File: src/qdcd_defs.vh
// Constants of the quad DAC command decoder
`ifndef QDCD_DEFS_VH
`define QDCD_DEFS_VH
// ==========================================================
// Command word layout
`define QDCD_WORD_W 24
`define QDCD_RW_BIT 23
`define QDCD_RSV_BIT 22
`define QDCD_REG_HI 21
`define QDCD_REG_LO 19
`define QDCD_CH_HI 18
`define QDCD_CH_LO 16
`define QDCD_DATA_HI 15
`define QDCD_DATA_LO 0
`define QDCD_RANGE_HI 2
`define QDCD_RANGE_LO 0
`define QDCD_BITCNT_W 5
`define QDCD_LAST_BIT 5'h17
// ==========================================================
// Register select codes
`define QDCD_SEL_CODE 3'h0
`define QDCD_SEL_RANGE 3'h1
`define QDCD_SEL_POWER 3'h2
`define QDCD_SEL_CTRL 3'h3
// ==========================================================
// Channel codes
`define QDCD_CH_ALL 3'h4
`define QDCD_NUM_CH 4
// ==========================================================
// Range codes
`define QDCD_RNG_UNI5 3'h0
`define QDCD_RNG_UNI10 3'h1
`define QDCD_RNG_UNI108 3'h2
`define QDCD_RNG_BIP5 3'h3
`define QDCD_RNG_BIP10 3'h4
`define QDCD_RNG_BIP108 3'h5
// ==========================================================
// Reset values, resolution variants
`define QDCD_CODE_RST 16'h0000
`define QDCD_RANGE_RST 3'h0
`define QDCD_RES16 16
`define QDCD_RES14 14
`define QDCD_RES12 12
`endif

File: src/qdcd_pin_sync.v
// Three-stage synchroniser for an asynchronous input pin
module qdcd_pin_sync #(
  parameter IDLE = 1'b0
) (
  input wire core_clk_i,
  input wire sys_rst_i,
  input wire pin_i,
  output reg level_o,
  output reg rise_o,
  output reg fall_o
);
  reg s1;
  reg s2;
  reg s3;
  // ==========================================================
  // Stage one is read only by stage two
  always @(posedge core_clk_i or posedge sys_rst_i) begin
    if (sys_rst_i) begin
      // Reset to the pin's idle level, so release brings no false edge
      s1 <= IDLE;
      s2 <= IDLE;
      s3 <= IDLE;
      level_o <= IDLE;
      rise_o <= 1'b0;
      fall_o <= 1'b0;
    end else begin
      s1 <= pin_i;
      s2 <= s1;
      s3 <= s2;
      rise_o <= 1'b0;
      fall_o <= 1'b0;
      // Change counts once stages two and three agree
      if (s2 == s3 && s3 != level_o) begin
        level_o <= s3;
        rise_o <= s3;
        fall_o <= ~s3;
      end
    end
  end
endmodule

File: src/qdcd_shifter.v
// 24-bit serial input shift register with frame tracking
`include "qdcd_defs.vh"
module qdcd_shifter (
  input wire core_clk_i,
  input wire sys_rst_i,
  input wire frame_active_i,
  input wire frame_start_i,
  input wire frame_end_i,
  input wire bit_take_i,
  input wire bit_value_i,
  output reg [`QDCD_WORD_W-1:0] word_o,
  output reg word_valid_o
);
  reg [`QDCD_WORD_W-1:0] shift;
  reg [`QDCD_BITCNT_W-1:0] count;
  reg full;
  // ==========================================================
  // Word assembly, most significant bit first
  always @(posedge core_clk_i or posedge sys_rst_i) begin
    if (sys_rst_i) begin
      shift <= {`QDCD_WORD_W{1'b0}};
      count <= {`QDCD_BITCNT_W{1'b0}};
      full <= 1'b0;
      word_o <= {`QDCD_WORD_W{1'b0}};
      word_valid_o <= 1'b0;
    end else begin
      word_valid_o <= 1'b0;
      if (frame_start_i) begin
        count <= {`QDCD_BITCNT_W{1'b0}};
        full <= 1'b0;
      end else if (frame_active_i && bit_take_i && !full) begin
        shift <= {shift[`QDCD_WORD_W-2:0], bit_value_i};
        if (count == `QDCD_LAST_BIT)
          full <= 1'b1;
        else
          count <= count + 5'h01;
      end
      // A frame shorter than 24 bits is dropped whole; bits past the 24th are ignored
      if (frame_end_i && full) begin
        word_o <= shift;
        word_valid_o <= 1'b1;
        full <= 1'b0;
      end
    end
  end
endmodule

File: src/qdcd_top.v
// Command decoder of a quad voltage-output DAC
//
// How it works
// - Host shifts 24-bit words, MSB first
// - Top bit selects read or write
// - Bits 21..19 pick the register class
// - Select 000 writes channel code register
// - Select 001 writes channel range register
// - Selects 010 and 011 routed outward
// - Channel 0..3 picks one, 4 all
// - Code write touches addressed channels only
// - 16-bit variant takes data bits 15..0
// - 14-bit variant takes bits 15..2
// - 12-bit variant takes bits 15..4
// - Range write touches addressed channels only
// - Range code from data bits 2..0
// - Six defined range codes, stored per channel
`include "qdcd_defs.vh"
module qdcd_top #(
  parameter RESOLUTION = `QDCD_RES16
) (
  input wire core_clk_i,
  input wire sys_rst_i,
  input wire serial_clock_i,
  input wire serial_sync_n_i,
  input wire serial_data_input_i,
  output reg [4*16-1:0] channel_code_register_o,
  output reg [4*3-1:0] channel_range_register_o,
  output reg [3:0] code_update_o,
  output reg [3:0] range_update_o,
  output reg power_write_o,
  output reg control_write_o,
  output reg read_request_o,
  output reg [2:0] read_register_select_o,
  output reg [2:0] read_channel_select_o,
  output reg [15:0] aux_data_o,
  output reg [2:0] aux_channel_select_o,
  output reg reserved_bit_error_o
);
  // ==========================================================
  // Pin synchronisation
  // Each pin costs four core cycles of delay; the serial clock must
  // stay high and low for at least two core cycles to be seen
  // Faster pin edges are lost, not half taken
  wire sclk_level;
  wire sclk_rise;
  wire sclk_fall;
  wire sync_level;
  wire sync_rise;
  wire sync_fall;
  wire serial_data_input_level;
  wire serial_data_input_rise;
  wire serial_data_input_fall;

  qdcd_pin_sync #(.IDLE(1'b1)) u_sclk_sync (
    .core_clk_i(core_clk_i),
    .sys_rst_i(sys_rst_i),
    .pin_i(serial_clock_i),
    .level_o(sclk_level),
    .rise_o(sclk_rise),
    .fall_o(sclk_fall)
  );

  qdcd_pin_sync #(.IDLE(1'b1)) u_sync_sync (
    .core_clk_i(core_clk_i),
    .sys_rst_i(sys_rst_i),
    .pin_i(serial_sync_n_i),
    .level_o(sync_level),
    .rise_o(sync_rise),
    .fall_o(sync_fall)
  );

  qdcd_pin_sync u_serial_data_input_sync (
    .core_clk_i(core_clk_i),
    .sys_rst_i(sys_rst_i),
    .pin_i(serial_data_input_i),
    .level_o(serial_data_input_level),
    .rise_o(serial_data_input_rise),
    .fall_o(serial_data_input_fall)
  );

  // ==========================================================
  // Word assembly
  // A word only counts once the frame pin rises again
  // Frames shorter than 24 bits leave no trace; longer ones keep their first 24 bits
  wire [`QDCD_WORD_W-1:0] word;
  wire word_valid;

  // Data is taken on the falling serial clock edge while frame is low
  qdcd_shifter u_shifter (
    .core_clk_i(core_clk_i),
    .sys_rst_i(sys_rst_i),
    .frame_active_i(~sync_level),
    .frame_start_i(sync_fall),
    .frame_end_i(sync_rise),
    .bit_take_i(sclk_fall),
    .bit_value_i(serial_data_input_level),
    .word_o(word),
    .word_valid_o(word_valid)
  );

  // ==========================================================
  // Field split
  // Fields come from the held word, so they stay steady in the
  // cycle in which word_valid is high and after it
  wire rw_flag;
  wire reserved_bit;
  wire [2:0] register_select;
  wire [2:0] channel_select;
  wire [15:0] data_field;
  wire [2:0] range_code;
  wire register_select_bit2;
  wire register_select_bit1;
  wire register_select_bit0;
  wire channel_select_bit2;
  wire channel_select_bit1;
  wire channel_select_bit0;
  wire range_code_bit2;
  wire range_code_bit1;
  wire range_code_bit0;

  assign rw_flag = word[`QDCD_RW_BIT];
  assign reserved_bit = word[`QDCD_RSV_BIT];
  assign register_select_bit2 = word[`QDCD_REG_HI];
  assign register_select_bit1 = word[`QDCD_REG_HI-1];
  assign register_select_bit0 = word[`QDCD_REG_LO];
  assign register_select = {register_select_bit2, register_select_bit1,
    register_select_bit0};
  assign channel_select_bit2 = word[`QDCD_CH_HI];
  assign channel_select_bit1 = word[`QDCD_CH_HI-1];
  assign channel_select_bit0 = word[`QDCD_CH_LO];
  assign channel_select = {channel_select_bit2, channel_select_bit1,
    channel_select_bit0};
  assign data_field = word[`QDCD_DATA_HI:`QDCD_DATA_LO];
  assign range_code_bit2 = data_field[`QDCD_RANGE_HI];
  assign range_code_bit1 = data_field[`QDCD_RANGE_HI-1];
  assign range_code_bit0 = data_field[`QDCD_RANGE_LO];
  assign range_code = {range_code_bit2, range_code_bit1,
    range_code_bit0};

  // ==========================================================
  // Decode functions

  // One-hot channel mask, all ones for code four; codes five to seven give no channel
  function [3:0] chan_mask;
    input [2:0] sel;
    begin
      if (sel == `QDCD_CH_ALL)
        chan_mask = 4'hF;
      else if (sel[2])
        chan_mask = 4'h0;
      else
        chan_mask = 4'h1 << sel[1:0];
    end
  endfunction

  // Clears the don't-care low bits of narrower variants
  function [15:0] code_trim;
    input [15:0] d;
    begin
      if (RESOLUTION == `QDCD_RES12)
        code_trim = {d[15:4], 4'h0};
      else if (RESOLUTION == `QDCD_RES14)
        code_trim = {d[15:2], 2'h0};
      else
        code_trim = d;
    end
  endfunction

  // True for the six defined range codes
  function range_ok;
    input [2:0] r;
    begin
      range_ok = (r == `QDCD_RNG_UNI5) || (r == `QDCD_RNG_UNI10) ||
        (r == `QDCD_RNG_UNI108) || (r == `QDCD_RNG_BIP5) ||
        (r == `QDCD_RNG_BIP10) || (r == `QDCD_RNG_BIP108);
    end
  endfunction

  wire [3:0] mask;
  wire is_write;
  wire [15:0] trimmed;
  wire code_write;
  wire range_write;
  wire power_write;
  wire control_write;
  wire read_word;

  assign mask = chan_mask(channel_select);
  assign is_write = word_valid && !rw_flag;
  assign trimmed = code_trim(data_field);

  // ==========================================================
  // Write strobes, one per register class
  // At most one of them is high for any word
  // Reads never write, whatever their select field holds
  assign code_write = is_write &&
    (register_select == `QDCD_SEL_CODE);
  // An undefined range code drops the whole write, pulse included
  assign range_write = is_write &&
    (register_select == `QDCD_SEL_RANGE) && range_ok(range_code);
  assign power_write = is_write &&
    (register_select == `QDCD_SEL_POWER);
  assign control_write = is_write &&
    (register_select == `QDCD_SEL_CTRL);
  // Selects 100 to 111 fall through: no class takes them
  assign read_word = word_valid && rw_flag;

  // ==========================================================
  // Channel code storage
  // Channels outside the mask keep their code; 5..7 give an empty mask
  // Narrow variants store their unused low bits as zero
  integer i;

  always @(posedge core_clk_i or posedge sys_rst_i) begin
    if (sys_rst_i) begin
      channel_code_register_o <= {4{`QDCD_CODE_RST}};
      code_update_o <= 4'h0;
    end else begin
      code_update_o <= 4'h0;
      if (code_write) begin
        for (i = 0; i < `QDCD_NUM_CH; i = i + 1) begin
          if (mask[i])
            channel_code_register_o[i*16 +: 16] <= trimmed;
        end
        code_update_o <= mask;
      end
    end
  end

  // ==========================================================
  // Channel range storage
  // An undefined code never gets here, so stored ranges stay legal
  integer j;

  always @(posedge core_clk_i or posedge sys_rst_i) begin
    if (sys_rst_i) begin
      channel_range_register_o <= {4{`QDCD_RANGE_RST}};
      range_update_o <= 4'h0;
    end else begin
      range_update_o <= 4'h0;
      if (range_write) begin
        for (j = 0; j < `QDCD_NUM_CH; j = j + 1) begin
          if (mask[j])
            channel_range_register_o[j*3 +: 3] <= range_code;
        end
        range_update_o <= mask;
      end
    end
  end

  // ==========================================================
  // Power and control routing
  // Field meaning of these two classes lives in the blocks downstream
  // aux_* hold the last such write until the next one
  always @(posedge core_clk_i or posedge sys_rst_i) begin
    if (sys_rst_i) begin
      power_write_o <= 1'b0;
      control_write_o <= 1'b0;
      aux_data_o <= 16'h0000;
      aux_channel_select_o <= 3'h0;
    end else begin
      power_write_o <= power_write;
      control_write_o <= control_write;
      if (power_write || control_write) begin
        aux_data_o <= data_field;
        aux_channel_select_o <= channel_select;
      end
    end
  end

  // ==========================================================
  // Read requests
  // Only the request leaves here; read data is another block's job
  // read_* hold the selects of the last read word
  always @(posedge core_clk_i or posedge sys_rst_i) begin
    if (sys_rst_i) begin
      read_request_o <= 1'b0;
      read_register_select_o <= 3'h0;
      read_channel_select_o <= 3'h0;
    end else begin
      read_request_o <= read_word;
      if (read_word) begin
        read_register_select_o <= register_select;
        read_channel_select_o <= channel_select;
      end
    end
  end

  // ==========================================================
  // Reserved bit watch
  // Word still decoded; flag only shows the host broke the zero bit
  // A level, not a pulse: it reflects the last word only
  always @(posedge core_clk_i or posedge sys_rst_i) begin
    if (sys_rst_i)
      reserved_bit_error_o <= 1'b0;
    else if (word_valid)
      reserved_bit_error_o <= reserved_bit;
  end
endmodule

File: config.mk
export PLATFORM = sky130hd
export DESIGN_NAME = qdcd_top
export DESIGN_NICKNAME = d
export VERILOG_FILES = /design/src/qdcd_pin_sync.v /design/src/qdcd_shifter.v /design/src/qdcd_top.v
export VERILOG_INCLUDE_DIRS = /design/src /design/src/src
export SDC_FILE = /design/constraint.sdc
export NUM_CORES = 1
export LEC_CHECK = 0
export ABC_CLOCK_PERIOD_IN_PS = 13100
export BUFFER_PORTS_ARGS = -buffer_cell sky130_fd_sc_hd__buf_2
export CORE_MARGIN = 4
export CORE_UTILIZATION = 60
export DETAILED_ROUTE_END_ITERATION = 12
export PLACE_DENSITY = 0.83
export SLEW_MARGIN = 20
export SYNTH_ARGS = -nofsm -noshare
export SYNTH_HDL_FRONTEND = slang
export SYNTH_SLANG_ARGS = --single-unit
File: constraint.sdc
create_clock -name core_clk_i -period 13.1 [get_ports core_clk_i]
set_input_delay 1.31 -clock core_clk_i [delete_from_list [all_inputs] [get_ports core_clk_i]]
set_output_delay 1.31 -clock core_clk_i [all_outputs]
set_load 0.005 [all_outputs]
==> results of run 1 <==
## metal layers
layer	vias up	global-route usage	share of wire
li1	1709	-	-
met1	1964	0.2879	0.45
met2	104	0.3206	0.48
met3	12	0.05895	0.061
met4	0	0.06416	0.010
met5	-	0	0
## sequential cells by signal, indices dropped and copies added, names as in the netlist, 3 cells and up
signal,flops
aux_channel_select_o,3
aux_data_o,16
channel_code_register_o,64
channel_range_register_o,12
code_update_o,4
range_update_o,4
read_channel_select_o,3
read_register_select_o,3
u_shifter.count,5
u_shifter.shift,24
u_shifter.word_o,24
## kinds of logic (layout without fill, tap and decap cells)
logic type	count (synthesis)	after routing	share of synthesized area
muxes	150	150	0.2538
DFF	183	183	0.6632
buffers and inverters	24	159	0.01971
AOI/OAI and AO/OA	15	15	0.01483
xor gates and xnor gates	2	2	0.002532
adders and majority gates	3	3	0.004701
and+or+nand+nor	32	32	0.04122
## power breakdown
| group | internal, mW | total (mW) | leakage (nW) | switching [mW] |
|---|---|---|---|---|
| Sequential | 0.575 | 0.583 | 2.51 | 0.00736 |
| Combinational | 0.00747 | 0.0220 | 1.63 | 0.0146 |
| Clock | 0.291 | 0.514 | 0.291 | 0.222 |
| Total | 0.874 | 1.12 | 4.44 | 0.244 |
## stage by stage
| stage | instance area, um^2 | instances | power (mW) |
|---|---|---|---|
| 2_1_floorplan | 6920 | 409 | 0.6083 |
| 3_3_place_gp | 7624 | 652 | 0.6138 |
| 3_5_place_dp | 7624 | 652 | 0.6158 |
| 4_1_cts | 8227 | 684 | 1.127 |
| 5_1_grt | 8232 | 684 | 1.156 |
| 6_report | 8232 | 684 | 1.119 |
## final cells by class
cell class	count	area, um^2	share of cell area
Clock buffer	18	439.2	0.05335
Inverter	5	23.77	0.002888
Tap cell	140	175.2	0.02128
Timing Repair Buffer	122	623.1	0.07570
Clock inverter	14	163.9	0.01991
Sequential cell	183	4589	0.5575
Multi-Input combinational cell	202	2217	0.2693
## synthesized netlist by cell type, types with 3 or more instances
library cell	count
a21oi_1	6
nand2_1	4
dfstp_2	8
nor3b_1	3
clkbuf_1	9
o21ai_0	5
nor2_1	4
dfrtp_1	175
mux2_4	18
buf_2	4
mux2_2	132
nor4_4	5
inv_1	5
## final timing paths
| check | startpoint | end | slack, ns | cells past startpoint |
|---|---|---|---|---|
| max | sys_rst_i | channel_code_register_o[15] | 10.50 | 3 |
| max in group core_clk_i | u_shifter.word_o[16] | channel_code_register_o[55] | 10.57 | 3 |
| min in group asynchronous | sys_rst_i | channel_range_register_o[7] | 1.07 | 2 |
| min reg2reg | u_serial_data_input_sync.s1 | u_serial_data_input_sync.s2 | 0.35 | 0 |
| min | u_serial_data_input_sync.s1 | u_serial_data_input_sync.s2 | 0.35 | 0 |
| max reg2reg | u_shifter.word_o[16] | channel_code_register_o[55] | 10.57 | 3 |
## worst max-delay path: cells and delay by family
kind                   cells  cell delay [ns]
buffers and inverters      3             1.58
==> impl_metrics.ini, run 1 <==
[status]
status = completed

[clocking]
cts.reportedPaths.clkPinSlew_ns = 0.06
root_buffer = clkbuf_16
cts_resized = 0
h-tree-depth = 4
clk_latency_ns = 0.42
clockBufferDepth = 2
postCtsHoldBufs = 0
cts.sinks = 183
numCtsBuffers = 17
tritoncts = yes
post-cts-setup-buffers = 0

[floorplanning]
row_count = 38
start_util = 0.6247
die_w_um = 115.4
core_um2 = 11080
die_area_um2 = 13320
die_h_um = 115.4
ios = 118

[logic_synthesis]
synth.largest_area_cell = dfrtp_1
syn_avg_cell_area_um2 = 16.92
yosys_register_bits = 183
syn_area_um2 = 6920
synth_top_area_frac = 0.6328
netlist_top_cells_area = dfrtp_1, mux2_2, mux2_4
ys_types = 35
yosys_warnings = 0
synthArstFlopShare = 1.000
syn-instance-count = 409
seq_area_frac_synth = 0.6632
synth_edf_count = 0
synthFlopType = dfrtp_1
synth.net_count = 415

[timing]
fin_ws_ns = 10.50
drv_slew = 0
final.setup.tns_ns = 0
setup_violations = 0
slew_headroom = 0.2660
period_needed_ns = 2.605
final_hold_viol_count = 0
rsz0062_at_grt = no
worst_clock_skew_ns = 0.01195
hold_ws_ns = 0.3513
worst_pin_slew_ns = 1.098
max_freq_ghz = 0.3839
min_period_over_period = 0.1989

[flow_run]
maxCapViolCount = 0

[routing]
drtAntennaViolNets = 0
drt_iter0_drc = 221
drt_wl_total_mm = 12.80
viasPerCell = 5.539
num_vias = 3789
drc_errors = 0
wl_per_cell_um = 18.72
firstDrtPassIters = 4

[place]
place.gp.congestion = 0.7598
pre_cts_slack_ns = 9.969
port_buffers = 117
hpwl_mm = 8.352

[global_routing]
grt_usage = 0.2068
antenna_found_initial = 0
grt_pass1_vias = 4044
grt_max_degree = 106
grt-ovfl-total = 0
grt_pass1_wl_mm = 21.23

[critical_path]
cp_max_fo = 105
worstSetupPathType = input port to asynchronous set/reset pin
cp.arrival_ns = 3.02
crit_path_start_kind = input port
worstPathRequired_ns = 13.51
cp_slowest_cell = buf_4
worstPathCellList = buf_2 > inv_6 > buf_4
critPathMaxStageDelay_ns = 0.86
end_kind = asynchronous set/reset pin

[final_layout]
final_util = 0.7431
n_antenna_cell = 0
mostFrequentLayoutCell = dfrtp_1
area_growth_pct = 18.95
final_cell_mix = dfrtp_1, mux2_2, buf_2
drive_gt1_frac = 0.5993
fillers = 661
fin_nets = 537

[power]
p_per_area_nw_per_um2 = 135.9
leakage_nw = 4.439
ir_drop_uv = 76.90

[worst_hold_path]
hold_class = flop to flop
Note: power is estimated with default switching activity, not from simulation.
==> run 2: changes to the inputs <==
--- a/config.mk
+++ b/config.mk
@@ -6,12 +6,13 @@
 export SDC_FILE = /design/constraint.sdc
 export NUM_CORES = 1
 export LEC_CHECK = 0
-export ABC_CLOCK_PERIOD_IN_PS = 13100
+export ABC_AREA = 1
+export ABC_CLOCK_PERIOD_IN_PS = 2200
 export BUFFER_PORTS_ARGS = -buffer_cell sky130_fd_sc_hd__buf_2
 export CORE_MARGIN = 4
-export CORE_UTILIZATION = 60
+export CORE_UTILIZATION = 50
 export DETAILED_ROUTE_END_ITERATION = 12
-export PLACE_DENSITY = 0.83
+export PLACE_DENSITY = 0.74
 export SLEW_MARGIN = 20
 export SYNTH_ARGS = -nofsm -noshare
 export SYNTH_HDL_FRONTEND = slang
==> constraint.sdc (replaced) <==
create_clock -name core_clk_i -period 2.2 [get_ports core_clk_i]
set_input_delay 0.22 -clock core_clk_i [delete_from_list [all_inputs] [get_ports core_clk_i]]
set_output_delay 0.22 -clock core_clk_i [all_outputs]
set_load 0.005 [all_outputs]
==> run 2 against run 1 <==
  * Sequential power rose to 6.0 times the previous value
  * Final cell count up 52%
  * Clock skew down 0.0031 ns
  * Power rose to 6.3 times the previous value
  * Largest cell class unchanged
  * Highest routed layer unchanged
==> impl_metrics.ini, run 2 <==
[final_layout]
fin_nets = 856
final_cells = 1043
reg_top3 = channel_code_register_o: 64 flops, u_shifter.shift: 24 flops, u_shifter.word_o: 24 flops
largest_reg_flops = 64
regMostFlops = channel_code_register_o
mostFrequentLayoutCell = nand2_1
area_growth_pct = 19.49
drive_gt1_frac = 0.2144
n_antenna_cell = 0
final_cell_mix = nand2_1, dfrtp_1, buf_2

[global_routing]
use_met3 = 0.05179
grt_max_degree = 74
busiest_layer = met2
grt-ovfl-total = 0
grt_pass1_wl_mm = 25.76
grt_use_met2 = 0.3222
grt_usage = 0.2015
groute.layer.met1.usage = 0.2711
grt_pass1_vias = 5147
antenna_found_initial = 0

[worst_hold_path]
hold_class = input port to asynchronous set/reset pin

[critical_path]
cp_max_fo = 11
critPathMaxStageDelay_ns = 0.45
cp_slowest_cell = dfrtp_1
worstSetupPathType = flop to flop
r2r-end = channel_code_register_o[21]
cp.arrival_ns = 2.01
crit_path_start_kind = flop
r2r_start = u_shifter.word_o[17]
crit_start = u_shifter.word_o[17]
worstPathRequired_ns = 2.56
r2r_slack_ns = 0.56
worstPathCellList = inv_2 > nand2_4 > o21ai_2 > buf_4 > nand3_1 > nand2_1
end_kind = flop
ff2ff_path_depth = 6

[place]
place_inst = 1007
hpwl_mm = 10.34
place.gp.congestion = 0.7932
port_buffers = 117

[timing]
drv_slew = 0
final_hold_viol_count = 0
worst_pin_slew_ns = 0.5487
period_needed_ns = 1.644
setup_violations = 0
slew_headroom = 0.6341
max_freq_ghz = 0.6084
min_period_over_period = 0.7472
worst_clock_skew_ns = 0.008805
rsz0062_at_grt = no
final.setup.tns_ns = 0

[logic_synthesis]
synth.net_count = 740
netlist_top_cells_area = dfrtp_1, nand2_1, o21ai_0
syn_area_um2 = 7051
synthArstFlopShare = 1.000
syn_avg_cell_area_um2 = 9.606
synth.largest_area_cell = dfrtp_1
synth_top_area_frac = 0.6211
synth_edf_count = 0
yosys_register_bits = 183
synth.most_common_cell = nand2_1
yosys_warnings = 0
synthFlopType = dfrtp_1
seq_area_frac_synth = 0.6509
ys_types = 30
syn-instance-count = 734
synthTopCellsByCount = nand2_1, dfrtp_1, o21ai_0

[routing]
drtAntennaViolNets = 0
drt_wl_total_mm = 15.48
wl_per_cell_um = 14.84
drc_errors = 0
viasPerCell = 4.986
drt_iter0_drc = 465
num_vias = 5200
firstDrtPassIters = 5

[clocking]
cts_resized = 0
cts.sinks = 183
root_buffer = clkbuf_16
numCtsBuffers = 17
clockBufferDepth = 2
h-tree-depth = 4
tritoncts = yes
clk_latency_ns = 0.43
cts.reportedPaths.clkPinSlew_ns = 0.06

[floorplanning]
core_um2 = 13830
die_area_um2 = 16060
die_h_um = 126.7
die_w_um = 126.7
start_util = 0.5099
ios = 118
row_count = 43

[status]
status = completed

[power]
p_per_area_nw_per_um2 = 830.1
leakage_nw = 4.635
totalPowerFinal_mw = 6.993
ir_drop_uv = 462.8

[flow_run]
maxCapViolCount = 0
[run 2: timing repair]
item	in CTS	in global routing
setup buffers	0	0
hold buffers	4	0
endpoints found under the hold margin	9	0
[run 2: power breakdown]
group | internal, mW | total [mW] | switching [mW]
Clock | 2.02 | 3.23 | 1.20
Combinational | 0.0831 | 0.242 | 0.159
Sequential | 3.46 | 3.52 | 0.0640
Total | 5.57 | 6.99 | 1.43
[run 2: kinds of logic (layout without fill, tap and decap cells)]
kind of cell    count (synthesis)  in the layout  synth area share
buf+inv                        97            226           0.06388
compound gates                 82             82           0.05892
simple gates                  370            370            0.2231
fa+ha+maj                       2              2          0.003194
flops                         183            183            0.6509
[run 2: how the worst max path moves through the flow]
stage,endpoint,slack [ns]
2_1_floorplan,aux_channel_select_o[0],-0.36
3_3_place_gp,channel_code_register_o[49],0.61
3_5_place_dp,channel_code_register_o[26],0.57
4_1_cts,channel_code_register_o[26],0.56
5_1_grt,channel_code_register_o[21],0.44
6_report,channel_code_register_o[21],0.56
[run 2: critical path, delay by kind of cell (launching register included)]
family                 cells  cell delay (ns)
AND/OR/NAND/NOR            3             0.26
buffers and inverters      2             0.43
flip-flops                 1             0.45
AO/OA/AOI/OAI              1             0.45
[run 2: layout make-up]
cell class / count / area, um^2
inverters: 65 / 252.7
clock buffers: 25 / 495.5
fillers: 1089 / 5403
clock inverters: 7 / 140.1
repair buffers: 129 / 710.7
well taps: 180 / 225.2
multi-input cells: 454 / 2011
flip-flops and latches: 183 / 4589
[run 2: metrics by stage]
stage               hold WS, ns  setup WS (ns)  utilization  area (um^2)
CTS                      0.3369         0.5625       0.6093         8424
floorplan                0.2245        -0.3640            -         7054
global route             0.3549         0.4358       0.6093         8424
detailed placement       0.2439         0.5655       0.5604         7749
finish                   0.3405         0.5563       0.6093         8424
global placement         0.2440         0.6064       0.5604         7749
[run 2: metal layers]
| layer | up-vias | share of wire |
|---|---|---|
| met3 | 26 | 0.074 |
| li1 | 2528 | - |
| met4 | 0 | 0.017 |
| met2 | 154 | 0.48 |
| met5 | - | 0 |
| met1 | 2492 | 0.43 |
